[src/common/scil_pkg.sv]
// Constants shared by the servo control input logic.
// Assumes a 125 MHz system clock and an AXI4-Lite register slave.
package scil_pkg;
	// Clock and debounce timing
	localparam int CLK_PERIOD_NS = 8;
	localparam int DEBOUNCE_NS = 1000;
	localparam int DEBOUNCE_CYC = (DEBOUNCE_NS + CLK_PERIOD_NS - 1) / CLK_PERIOD_NS;
	// Register map, byte addresses
	localparam int ADDR_W = 6;
	localparam logic [ADDR_W-1:0] CTRL_OFS = 6'h00;
	localparam logic [ADDR_W-1:0] STATUS_OFS = 6'h04;
	localparam logic [ADDR_W-1:0] SPEED1_OFS = 6'h08;
	localparam logic [ADDR_W-1:0] SPEED2_OFS = 6'h0c;
	localparam logic [ADDR_W-1:0] SPEED3_OFS = 6'h10;
	localparam logic [ADDR_W-1:0] SPEED4_OFS = 6'h14;
	localparam logic [ADDR_W-1:0] IRQ_STATUS_OFS = 6'h18;
	localparam logic [ADDR_W-1:0] IRQ_MASK_OFS = 6'h1c;
	// Control register fields
	localparam int CTRL_W = 2;
	localparam int CTRL_MODE_BIT = 0;
	localparam int CTRL_STOP_MASK_BIT = 1;
	localparam logic [CTRL_W-1:0] CTRL_RST = 2'h0;
	// Internal speed values
	localparam int SPEED_W = 16;
	localparam logic [SPEED_W-1:0] SPEED_RST = 16'h0000;
	// Alarms
	localparam int ALARM_CODE_W = 5;
	localparam logic [ALARM_CODE_W-1:0] ALARM_CLEARABLE_MAX = 5'h08;
	// Input vector positions after debouncing
	localparam int IN_W = 6;
	localparam int IN_SON = 0;
	localparam int IN_ALARM_CLEAR_IN = 1;
	localparam int IN_CCW = 2;
	localparam int IN_CW = 3;
	localparam int IN_SEL0 = 4;
	localparam int IN_INH = 5;
	// Interrupt events
	localparam int EV_W = 5;
	localparam int EV_ALARM = 0;
	localparam int EV_ENABLE = 1;
	localparam int EV_CCW_STOP = 2;
	localparam int EV_CW_STOP = 3;
	localparam int EV_DEV_CLEAR = 4;
	localparam logic [EV_W-1:0] EV_RST = 5'h00;
	// AXI responses
	localparam logic [1:0] RESP_OKAY = 2'h0;
	localparam logic [1:0] RESP_SLVERR = 2'h2;
	// Control modes
	typedef enum logic {SCIL_MODE_POS = 1'b0, SCIL_MODE_SPD = 1'b1} scil_mode_t;
endpackage

[src/verilog/scil_debounce.sv]
// Two-flop synchroniser and debounce filter for a group of isolated inputs.
// Assumes inputs are level signals asynchronous to clk.
`timescale 1ns/10ps
module scil_debounce #(
	parameter int W = 6,
	parameter int CYC = 125
) (
	input wire logic clk,
	input wire logic rst_n,
	input wire logic [W-1:0] raw,
	output logic [W-1:0] clean_ff
);
	import scil_pkg::*;
	localparam int CW = $clog2(CYC + 1);
	logic [W-1:0] meta_ff;
	logic [W-1:0] sync_ff;
	logic [CW-1:0] cnt_ff [W];

	if (W < 1 || CYC < 1) begin : g_chk
		$error("scil_debounce: W and CYC must be at least 1");
	end

	always_ff @(posedge clk) begin
		if (!rst_n) begin
			meta_ff <= '0;
			sync_ff <= '0;
		end else begin
			meta_ff <= raw;
			sync_ff <= meta_ff;
		end
	end

	// Output follows only after the synced level has differed for CYC cycles
	always_ff @(posedge clk) begin
		for (int i = 0; i < W; i++) begin
			if (!rst_n) begin
				cnt_ff[i] <= '0;
				clean_ff[i] <= 1'b0;
			end else if (sync_ff[i] == clean_ff[i]) begin
				cnt_ff[i] <= '0;
			end else if (cnt_ff[i] == CW'(CYC - 1)) begin
				cnt_ff[i] <= '0;
				clean_ff[i] <= sync_ff[i];
			end else begin
				cnt_ff[i] <= cnt_ff[i] + 1'b1;
			end
		end
	end

	for (genvar g = 0; g < W; g++) begin : g_chk_bit
		debounce_hold_a: assert property (@(posedge clk) disable iff (!rst_n)
			$changed(clean_ff[g]) |-> $past(cnt_ff[g]) == CW'(CYC - 1))
			else $error("debounced input changed before its hold time");
	end
endmodule

[src/verilog/scil_speed_sel.sv]
// Picks one of four programmable internal speeds from a two-bit select.
// Assumes select and speed values are synchronous to clk.
`timescale 1ns/10ps
module scil_speed_sel #(
	parameter int SW = 16
) (
	input wire logic clk,
	input wire logic rst_n,
	input wire logic en,
	input wire logic [1:0] sel,
	input wire logic [SW-1:0] speed1,
	input wire logic [SW-1:0] speed2,
	input wire logic [SW-1:0] speed3,
	input wire logic [SW-1:0] speed4,
	output logic [SW-1:0] speed_cmd_ff
);
	import scil_pkg::*;

	function automatic logic [SW-1:0] pick(input logic [1:0] s, input logic [SW-1:0] a, input logic [SW-1:0] b,
			input logic [SW-1:0] c, input logic [SW-1:0] d);
		unique case (s)
			2'h0: pick = a;
			2'h1: pick = b;
			2'h2: pick = c;
			2'h3: pick = d;
		endcase
	endfunction

	always_ff @(posedge clk) begin
		if (!rst_n) begin
			speed_cmd_ff <= '0;
		end else if (en) begin
			speed_cmd_ff <= pick(sel, speed1, speed2, speed3, speed4);
		end else begin
			speed_cmd_ff <= '0;
		end
	end
endmodule

[src/verilog/scil_top.sv]
// Servo control input logic: decodes the isolated control inputs per mode.
// Assumes one 125 MHz clock, an AXI4-Lite master and a fault source in the drive.
`timescale 1ns/10ps
// Overview of operation
// - Servo enable on enables the drive while no alarm is latched; off disables it, motor free.
// - Alarm clear on clears the latched alarm; off keeps it.
// - Alarm codes above 8 stay latched until aresetn resets the logic.
// - CCW stop off blocks CCW drive and holds CCW torque at zero.
// - CW stop off blocks CW drive and holds CW torque at zero.
// - A configuration bit masks both directional stop inputs.
// - In position mode deviation clear zeroes the deviation counter.
// - In speed mode two select bits choose internal speed one to four.
// - The four internal speeds come from writable registers.
// - Position and speed modes; mode inputs act only in their mode.
// - In position mode pulse inhibit on blocks command pulses.
module scil_top (
	input wire logic aclk,
	input wire logic aresetn,
	input wire logic [scil_pkg::ADDR_W-1:0] s_axi_awaddr,
	input wire logic [2:0] s_axi_awprot,
	input wire logic s_axi_awvalid,
	output logic s_axi_awready,
	input wire logic [31:0] s_axi_wdata,
	input wire logic [3:0] s_axi_wstrb,
	input wire logic s_axi_wvalid,
	output logic s_axi_wready,
	output logic [1:0] s_axi_bresp,
	output logic s_axi_bvalid,
	input wire logic s_axi_bready,
	input wire logic [scil_pkg::ADDR_W-1:0] s_axi_araddr,
	input wire logic [2:0] s_axi_arprot,
	input wire logic s_axi_arvalid,
	output logic s_axi_arready,
	output logic [31:0] s_axi_rdata,
	output logic [1:0] s_axi_rresp,
	output logic s_axi_rvalid,
	input wire logic s_axi_rready,
	input wire logic servo_enable_in,
	input wire logic alarm_clear_in,
	input wire logic ccw_stop_n,
	input wire logic cw_stop_n,
	input wire logic speed_sel0,
	input wire logic pulse_inhibit_in,
	input wire logic fault_valid,
	input wire logic [scil_pkg::ALARM_CODE_W-1:0] fault_code,
	output logic drive_enable_ff,
	output logic ccw_permit_ff,
	output logic cw_permit_ff,
	output logic dev_clear_ff,
	output logic pulse_accept_ff,
	output logic speed_valid_ff,
	output logic [scil_pkg::SPEED_W-1:0] speed_cmd,
	output logic alarm_ff,
	output logic [scil_pkg::ALARM_CODE_W-1:0] alarm_code_ff,
	output logic irq
);
	import scil_pkg::*;

	typedef enum logic [1:0] {SCIL_WS_IDLE = 2'b01, SCIL_WS_RESP = 2'b10} scil_wstate_t;
	typedef enum logic [1:0] {SCIL_RS_IDLE = 2'b01, SCIL_RS_DATA = 2'b10} scil_rstate_t;

	logic [IN_W-1:0] in_ff;
	logic [CTRL_W-1:0] ctrl_ff;
	logic [SPEED_W-1:0] speed1_ff;
	logic [SPEED_W-1:0] speed2_ff;
	logic [SPEED_W-1:0] speed3_ff;
	logic [SPEED_W-1:0] speed4_ff;
	logic [EV_W-1:0] irq_status_ff;
	logic [EV_W-1:0] irq_mask_ff;
	logic [EV_W-1:0] ev_now;
	scil_wstate_t wstate_ff;
	scil_rstate_t rstate_ff;
	logic aw_have_ff;
	logic w_have_ff;
	logic [ADDR_W-1:0] waddr_ff;
	logic [31:0] wdata_ff;
	logic [3:0] wstrb_ff;
	logic do_write;
	logic rd_take;
	logic rd_irq_clear;
	logic mode_spd;
	logic stop_mask;
	logic [1:0] speed_sel;
	logic alarm_clear_ok;

	// Byte-lane merge of a write into a register image
	function automatic logic [31:0] merge(input logic [31:0] old, input logic [31:0] data, input logic [3:0] strb);
		logic [31:0] res;
		res = old;
		for (int b = 0; b < 4; b++) begin
			if (strb[b]) begin
				res[8*b +: 8] = data[8*b +: 8];
			end
		end
		return res;
	endfunction

	// Address decode shared by reads and writes
	function automatic logic mapped(input logic [ADDR_W-1:0] a);
		return a == CTRL_OFS || a == STATUS_OFS || a == SPEED1_OFS || a == SPEED2_OFS ||
			a == SPEED3_OFS || a == SPEED4_OFS || a == IRQ_STATUS_OFS || a == IRQ_MASK_OFS;
	endfunction

	scil_debounce #(
		.W(IN_W),
		.CYC(DEBOUNCE_CYC)
	) u_debounce (
		.clk(aclk),
		.rst_n(aresetn),
		.raw({pulse_inhibit_in, speed_sel0, cw_stop_n, ccw_stop_n, alarm_clear_in, servo_enable_in}),
		.clean_ff(in_ff)
	);

	assign mode_spd = ctrl_ff[CTRL_MODE_BIT] == SCIL_MODE_SPD;
	assign stop_mask = ctrl_ff[CTRL_STOP_MASK_BIT];
	assign speed_sel = {in_ff[IN_INH], in_ff[IN_SEL0]};

	scil_speed_sel #(
		.SW(SPEED_W)
	) u_speed_sel (
		.clk(aclk),
		.rst_n(aresetn),
		.en(mode_spd),
		.sel(speed_sel),
		.speed1(speed1_ff),
		.speed2(speed2_ff),
		.speed3(speed3_ff),
		.speed4(speed4_ff),
		.speed_cmd_ff(speed_cmd)
	);

	// Drive enable and direction permits
	always_ff @(posedge aclk) begin
		if (!aresetn) begin
			drive_enable_ff <= 1'b0;
			ccw_permit_ff <= 1'b0;
			cw_permit_ff <= 1'b0;
		end else begin
			drive_enable_ff <= in_ff[IN_SON] && !alarm_ff;
			ccw_permit_ff <= stop_mask || in_ff[IN_CCW];
			cw_permit_ff <= stop_mask || in_ff[IN_CW];
		end
	end

	// Mode-specific decoding
	always_ff @(posedge aclk) begin
		if (!aresetn) begin
			dev_clear_ff <= 1'b0;
			pulse_accept_ff <= 1'b0;
			speed_valid_ff <= 1'b0;
		end else begin
			dev_clear_ff <= !mode_spd && in_ff[IN_SEL0];
			pulse_accept_ff <= !mode_spd && !in_ff[IN_INH];
			speed_valid_ff <= mode_spd;
		end
	end

	// Alarm latch; a new fault wins over a clear in the same cycle
	assign alarm_clear_ok = in_ff[IN_ALARM_CLEAR_IN] && alarm_code_ff <= ALARM_CLEARABLE_MAX;
	always_ff @(posedge aclk) begin
		if (!aresetn) begin
			alarm_ff <= 1'b0;
			alarm_code_ff <= '0;
		end else if (fault_valid && (!alarm_ff || alarm_clear_ok)) begin
			alarm_ff <= 1'b1;
			alarm_code_ff <= fault_code;
		end else if (alarm_ff && alarm_clear_ok) begin
			alarm_ff <= 1'b0;
			alarm_code_ff <= '0;
		end
	end

	// Interrupt events, sticky until a read of the interrupt status register
	assign ev_now[EV_ALARM] = fault_valid && (!alarm_ff || alarm_clear_ok);
	assign ev_now[EV_ENABLE] = in_ff[IN_SON] && !alarm_ff && !drive_enable_ff;
	assign ev_now[EV_CCW_STOP] = ccw_permit_ff && !(stop_mask || in_ff[IN_CCW]);
	assign ev_now[EV_CW_STOP] = cw_permit_ff && !(stop_mask || in_ff[IN_CW]);
	assign ev_now[EV_DEV_CLEAR] = !dev_clear_ff && !mode_spd && in_ff[IN_SEL0];
	assign rd_irq_clear = rd_take && s_axi_araddr == IRQ_STATUS_OFS;
	always_ff @(posedge aclk) begin
		if (!aresetn) begin
			irq_status_ff <= EV_RST;
		end else if (rd_irq_clear) begin
			irq_status_ff <= ev_now;
		end else begin
			irq_status_ff <= irq_status_ff | ev_now;
		end
	end
	assign irq = |(irq_status_ff & irq_mask_ff);

	// Write channel: address and data taken in either order
	assign s_axi_awready = wstate_ff == SCIL_WS_IDLE && !aw_have_ff;
	assign s_axi_wready = wstate_ff == SCIL_WS_IDLE && !w_have_ff;
	assign do_write = wstate_ff == SCIL_WS_IDLE && aw_have_ff && w_have_ff;
	always_ff @(posedge aclk) begin
		if (!aresetn) begin
			wstate_ff <= SCIL_WS_IDLE;
			aw_have_ff <= 1'b0;
			w_have_ff <= 1'b0;
			waddr_ff <= '0;
			wdata_ff <= '0;
			wstrb_ff <= '0;
			s_axi_bvalid <= 1'b0;
			s_axi_bresp <= RESP_OKAY;
		end else begin
			unique case (wstate_ff)
				SCIL_WS_IDLE: begin
					if (s_axi_awvalid && s_axi_awready) begin
						aw_have_ff <= 1'b1;
						waddr_ff <= s_axi_awaddr;
					end
					if (s_axi_wvalid && s_axi_wready) begin
						w_have_ff <= 1'b1;
						wdata_ff <= s_axi_wdata;
						wstrb_ff <= s_axi_wstrb;
					end
					if (do_write) begin
						aw_have_ff <= 1'b0;
						w_have_ff <= 1'b0;
						s_axi_bvalid <= 1'b1;
						s_axi_bresp <= mapped(waddr_ff) ? RESP_OKAY : RESP_SLVERR;
						wstate_ff <= SCIL_WS_RESP;
					end
				end
				SCIL_WS_RESP: begin
					if (s_axi_bready) begin
						s_axi_bvalid <= 1'b0;
						wstate_ff <= SCIL_WS_IDLE;
					end
				end
			endcase
		end
	end

	// Software-written registers
	always_ff @(posedge aclk) begin
		if (!aresetn) begin
			ctrl_ff <= CTRL_RST;
			speed1_ff <= SPEED_RST;
			speed2_ff <= SPEED_RST;
			speed3_ff <= SPEED_RST;
			speed4_ff <= SPEED_RST;
			irq_mask_ff <= EV_RST;
		end else if (do_write) begin
			unique case (waddr_ff)
				CTRL_OFS: ctrl_ff <= CTRL_W'(merge(32'(ctrl_ff), wdata_ff, wstrb_ff));
				SPEED1_OFS: speed1_ff <= SPEED_W'(merge(32'(speed1_ff), wdata_ff, wstrb_ff));
				SPEED2_OFS: speed2_ff <= SPEED_W'(merge(32'(speed2_ff), wdata_ff, wstrb_ff));
				SPEED3_OFS: speed3_ff <= SPEED_W'(merge(32'(speed3_ff), wdata_ff, wstrb_ff));
				SPEED4_OFS: speed4_ff <= SPEED_W'(merge(32'(speed4_ff), wdata_ff, wstrb_ff));
				IRQ_MASK_OFS: irq_mask_ff <= EV_W'(merge(32'(irq_mask_ff), wdata_ff, wstrb_ff));
				default: ;
			endcase
		end
	end

	// Read channel: data captured when the address is taken
	assign s_axi_arready = rstate_ff == SCIL_RS_IDLE;
	assign rd_take = s_axi_arvalid && s_axi_arready;
	always_ff @(posedge aclk) begin
		if (!aresetn) begin
			rstate_ff <= SCIL_RS_IDLE;
			s_axi_rvalid <= 1'b0;
			s_axi_rdata <= '0;
			s_axi_rresp <= RESP_OKAY;
		end else begin
			unique case (rstate_ff)
				SCIL_RS_IDLE: begin
					if (rd_take) begin
						s_axi_rvalid <= 1'b1;
						s_axi_rresp <= mapped(s_axi_araddr) ? RESP_OKAY : RESP_SLVERR;
						unique case (s_axi_araddr)
							CTRL_OFS: s_axi_rdata <= 32'(ctrl_ff);
							STATUS_OFS: s_axi_rdata <= 32'({alarm_code_ff, alarm_ff, speed_valid_ff,
								pulse_accept_ff, dev_clear_ff, cw_permit_ff, ccw_permit_ff, drive_enable_ff, in_ff});
							SPEED1_OFS: s_axi_rdata <= 32'(speed1_ff);
							SPEED2_OFS: s_axi_rdata <= 32'(speed2_ff);
							SPEED3_OFS: s_axi_rdata <= 32'(speed3_ff);
							SPEED4_OFS: s_axi_rdata <= 32'(speed4_ff);
							IRQ_STATUS_OFS: s_axi_rdata <= 32'(irq_status_ff);
							IRQ_MASK_OFS: s_axi_rdata <= 32'(irq_mask_ff);
							default: s_axi_rdata <= '0;
						endcase
						rstate_ff <= SCIL_RS_DATA;
					end
				end
				SCIL_RS_DATA: begin
					if (s_axi_rready) begin
						s_axi_rvalid <= 1'b0;
						rstate_ff <= SCIL_RS_IDLE;
					end
				end
			endcase
		end
	end

	enable_off_a: assert property (@(posedge aclk) disable iff (!aresetn)
		!in_ff[IN_SON] |=> !drive_enable_ff)
		else $error("drive stayed enabled with servo enable off");
	enable_on_a: assert property (@(posedge aclk) disable iff (!aresetn)
		in_ff[IN_SON] && !alarm_ff ##1 in_ff[IN_SON] && !alarm_ff |-> drive_enable_ff)
		else $error("drive not enabled with servo enable on");
	alarm_clear_a: assert property (@(posedge aclk) disable iff (!aresetn)
		alarm_ff && in_ff[IN_ALARM_CLEAR_IN] && alarm_code_ff <= ALARM_CLEARABLE_MAX && !fault_valid |=> !alarm_ff)
		else $error("clearable alarm not cleared");
	alarm_hold_a: assert property (@(posedge aclk) disable iff (!aresetn)
		alarm_ff && !in_ff[IN_ALARM_CLEAR_IN] |=> alarm_ff && $stable(alarm_code_ff))
		else $error("alarm changed without a clear");
	alarm_sticky_a: assert property (@(posedge aclk) disable iff (!aresetn)
		alarm_ff && alarm_code_ff > ALARM_CLEARABLE_MAX |=> alarm_ff && $stable(alarm_code_ff))
		else $error("high alarm code was cleared");
	ccw_stop_a: assert property (@(posedge aclk) disable iff (!aresetn)
		!stop_mask && !in_ff[IN_CCW] |=> !ccw_permit_ff)
		else $error("ccw drive permitted with stop input off");
	cw_stop_a: assert property (@(posedge aclk) disable iff (!aresetn)
		!stop_mask && !in_ff[IN_CW] |=> !cw_permit_ff)
		else $error("cw drive permitted with stop input off");
	stop_masked_a: assert property (@(posedge aclk) disable iff (!aresetn)
		stop_mask [*2] |-> ccw_permit_ff && cw_permit_ff)
		else $error("masked stop inputs still blocked drive");
	dev_clear_a: assert property (@(posedge aclk) disable iff (!aresetn)
		!mode_spd && in_ff[IN_SEL0] |=> dev_clear_ff)
		else $error("deviation clear not raised in position mode");
	mode_gate_a: assert property (@(posedge aclk) disable iff (!aresetn)
		mode_spd |=> !dev_clear_ff && !pulse_accept_ff && speed_valid_ff)
		else $error("position inputs active in speed mode");
	speed_pick_a: assert property (@(posedge aclk) disable iff (!aresetn)
		mode_spd && speed_sel == 2'h2 |=> speed_cmd == $past(speed3_ff))
		else $error("wrong internal speed for select value two");
	speed_four_a: assert property (@(posedge aclk) disable iff (!aresetn)
		mode_spd && speed_sel == 2'h3 |=> speed_cmd == $past(speed4_ff))
		else $error("internal speed four not taken from its register");
	inhibit_a: assert property (@(posedge aclk) disable iff (!aresetn)
		!mode_spd && !in_ff[IN_INH] |=> pulse_accept_ff)
		else $error("pulses refused with inhibit off");
endmodule

[config.mk]
export PLATFORM = sky130hd
export DESIGN_NAME = scil_top
export DESIGN_NICKNAME = d
export VERILOG_FILES = /design/src/common/scil_pkg.sv /design/src/verilog/scil_debounce.sv /design/src/verilog/scil_speed_sel.sv /design/src/verilog/scil_top.sv
export SDC_FILE = /design/constraint.sdc
export NUM_CORES = 1
export LEC_CHECK = 0
export BUFFER_PORTS_ARGS = -buffer_cell sky130_fd_sc_hd__buf_2
export CORE_UTILIZATION = 35
export CTS_CLUSTER_DIAMETER = 200
export DETAILED_ROUTE_END_ITERATION = 8
export PLACE_DENSITY = 0.57
export SETUP_SLACK_MARGIN = 0.05
export SLEW_MARGIN = 40
export SYNTH_ARGS = -nofsm -noshare
export SYNTH_HDL_FRONTEND = slang
export SYNTH_HIERARCHICAL = 1
export SYNTH_SLANG_ARGS = --single-unit
[constraint.sdc]
create_clock -name aclk -period 5.1 [get_ports aclk]
set_input_delay 1.02 -clock aclk [delete_from_list [all_inputs] [get_ports aclk]]
set_output_delay 1.02 -clock aclk [all_outputs]
set_load 0.1 [all_outputs]
==> key figures <==
Global route
  – Pin count of the biggest net entering global routing: 74
  – GRT Max-Usage Layer: met2
  – Global-route wire length before repair: 36.62 mm
  – Total GRT Usage: 16.42%
  – GRT overflow: 0
  – GR Util met3: between 2 and 3%
  – Grt met1 use: 22.25%
  – Vias in the first global route: about 6,700
  – Initial antenna violation count: 0
  – Met2 Track Usage GR: 27.12%

Worst setup path
  – Slack of the worst reg-to-reg path: 2.92 ns
  – Crit Path Class: flip-flop to primary output
  – CP Max Fanout: 5
  – Worst path required time: around 4 ns
  – Crit. End Element: primary output
  – Startpoint Class: flip-flop
  – Data arrival, critical path: 1.78 ns

Timing
  – Period utilization: between 50 and 60%
  – Fmax: roughly 360 MHz
  – Final hold viol count: 0
  – Worst-margin pin slew: 0.9030 ns
  – Min Tclk post-route: 2.797 ns
  – Setup TNS: 0 ns
  – Fin Clk Skew: 0.03165 ns
  – Max-slew violations: 0
  – Final worst slack: 2.303 ns
  – Min Hold Slack: 0.4331 ns
  – Final setup fails: 0
  – RSZ-0062 raised after global routing: false
  – Slew margin rel.: 39.53%

Synth
  – Adder-Cell Fraction of Synth Area: 1.573%
  – Syn_area_per_cell: 9.881 µm²
  – Post-synth EDFFs: 42
  – Library cells used by synthesis: between 60 and 70
  – Post-synthesis mux area share: 12.39%
  – Mapped Cells: 966
  – Asr flop ratio synth: 0%
  – Synth Area in Simple Gates: 16.74%
  – Synth warn: 6
  – Sequential-to-total area share from yosys stat: between 40% and 50%
  – Post-synthesis compound-gate area fraction: 12.24%
  – Post-synthesis xor/xnor area fraction: about 2.2%
  – Register bit total from synthesis: 214
  – Main synth FF type: dfxtp_1
  – Synthesized cell area: around 9500 µm²
  – Main combinational cell family by area after synthesis: simple AND/OR/NAND/NOR gates

Die
  – Die Y-Extent: 167.1 µm
  – Die area: around 28,000 µm²
  – Die Wd: 167.1 µm
  – # IOs: between 100 and 150
  – Cell Rows: 60
  – Initial core utilization: 35.52%
  – Core Region: 26,880 µm²

Final layout
  – Layout area overhead: 16.35%
  – Share of layout cells above drive strength 1: 19.03%
  – Final #Nets: 1,181
  – Number of diodes: 0
  – Number of filler cells placed in the layout: 2,716
  – Fin cells: 1,455

Clocking
  – Hold Buf Count CTS: 0
  – Htree depth: 1
  – Num Clock Sinks: 214
  – TritonCTS clock tree: yes
  – Num CTS Buffers: 24
  – CTS root buf: clkbuf_16
  – Worst-path clk slew: about 0.060 ns
  – Clk buf depth: 3
  – Skew-Pair Late Insertion Delay: 0.53 ns
  – Setup repair bufs after CTS: 0
  – CTS resizes: 0

Route
  – Post-DR wirelength/cell: 15.99 µm
  – DRT iter0 DRCs: slightly below 500
  – Drt total wl: 23.27 mm
  – DRT Pass-1 Iters: 7
  – DR DRC count: 1
  – Post-DRT Antenna Nets: 0
  – Vias: 7,257
  – Via-to-Cell Ratio: 4.988

Status
  – Failing checks: DRC
  – Outcome: finished with violations

Power and ir drop
  – Power per cell area: 351.1 nW/µm²
  – Leakage: 4.429 nW
  – Worst vdd ir: between 200 and 250 µV

Worst hold path
  – Hold Path Class: flip-flop to flip-flop

Placement
  – Placed Cells: 1,410
  – HPWL Detailed: 15.59 mm
  – DP Worst Slack: approximately 2.0 ns
  – GP Congestion: 0.7982
  – Port Buffers: 102

Run
  – Max-cap violations: 0
[placed cells by master (no fill, tap or decap), drive strengths merged, types with 2 or more instances in the layout]
cell type,instances
dfxtp,172
buf,110
nor2,94
nand2,92
mux2i,81
o21ai,69
conb,58
nand3,52
edfxtp,42
a21oi,41
inv,34
clkbuf,34
a22oi,32
mux2,29
xor2,18
o22ai,17
and2,15
nand4,14
ha,12
or3,10
o211ai,10
clkinv,9
xnor2,6
nor2b,6
nand3b,6
nor3b,5
nor3,4
nand2b,3
or4,3
and4,3
o21a,2
o2bb2ai,2
or2,2
mux4,2
o31ai,2
a21boi,2
or3b,2
[worst max-delay path, stage by stage, from the launching register on]
cell	delay, ns
dfxtp_1	0.39
nor3b_1	0.35
buf_2	0.50
[registers in the layout, summed over array words and instances, names as in the netlist, 2 cells and up]
signal / flops
waddr_ff: 6
speed3_ff: 16
speed4_ff: 16
speed2_ff: 16
wdata_ff: 16
irq_mask_ff: 5
u_speed_sel/speed_cmd_ff: 16
alarm_code_ff: 5
speed1_ff: 16
ctrl_ff: 2
wstrb_ff: 2
u_debounce/meta_ff: 6
irq_status_ff: 5
u_debounce/clean_ff: 6
u_debounce/cnt_ff: 42
u_debounce/sync_ff: 6
s_axi_rdata: 18
[kinds of logic after synthesis]
kind of cell / after synthesis
buffers and inverters: 96
flip-flops: 214
AO/OA/AOI/OAI: 187
AND/OR/NAND/NOR: 319
XOR/XNOR: 24
multiplexers: 112
adder cells (fa/ha/maj): 12
other: 2
[cells in the mapped netlist, drive strengths merged, types with 4 or more instances]
library cell,instances,share of area (%)
edfxtp,42,13
nand3b,6,0.60
xnor2,6,0.55
nor2,94,3.7
nor3b,5,0.45
nand4,14,0.98
mux2i,81,8.5
a21oi,41,2.1
nand3,52,3.0
and2,15,0.98
mux2,29,3.4
o21ai,69,4.1
o211ai,10,0.84
o22ai,17,1.1
nor2b,6,0.39
inv,34,1.3
nor3,4,0.26
xor2,18,1.7
ha,12,1.6
or3,10,0.71
clkbuf,25,1.1
buf,37,3.1
a22oi,32,2.5
nand2,92,3.6
dfxtp,172,36
[metal layers]
metal | vias to the layer above | share of wire [%]
met5 | - | 0
met4 | 0 | 2.1
met3 | 37 | 4.5
li1 | 3627 | -
met1 | 3435 | 47
met2 | 158 | 46
[worst paths after layout]
| kind | from | to | depth (start not counted) |
|---|---|---|---|
| max reg2reg | s_axi_rvalid | s_axi_rdata[2] | 4 |
| min | u_debounce/meta_ff[2] | u_debounce/sync_ff[2] | 1 |
| max | wstate_ff[0] | s_axi_wready | 2 |
| min reg2reg | u_debounce/meta_ff[2] | u_debounce/sync_ff[2] | 1 |
[through the flow]
stage	utilization (%)	total power, W	area [µm²]
2_1_floorplan	-	0.002231	9756
3_3_place_gp	38.52	0.002323	10350
3_5_place_dp	38.53	0.002327	10350
4_1_cts	41.29	0.003948	11100
5_1_grt	41.32	0.004064	11110
6_report	41.32	0.003899	11110
[area by class of cell]
type                            instances  area (µm²)  area share (%)
Timing Repair Buffer                  110       570.5           5.137
Clock buffer                           34       678.2           6.106
Clock inverter                         10       63.81          0.5746
Inverter                               34       127.6           1.149
Multi-Input combinational cell        712        4533           40.82
Tap cell                              341       426.7           3.842
Sequential cell                       214        4706           42.37
[where the power goes]
group | internal [W] | switching, W | total, W | leakage, nW
logic | 0.000107 | 0.000339 | 0.000447 | 2.23
clock network | 0.000927 | 0.000682 | 0.00161 | 0.370
registers | 0.00178 | 0.0000600 | 0.00184 | 1.83
total | 0.00282 | 0.00108 | 0.00390 | 4.43
No activity file was read; power rests on OpenSTA's default activity.
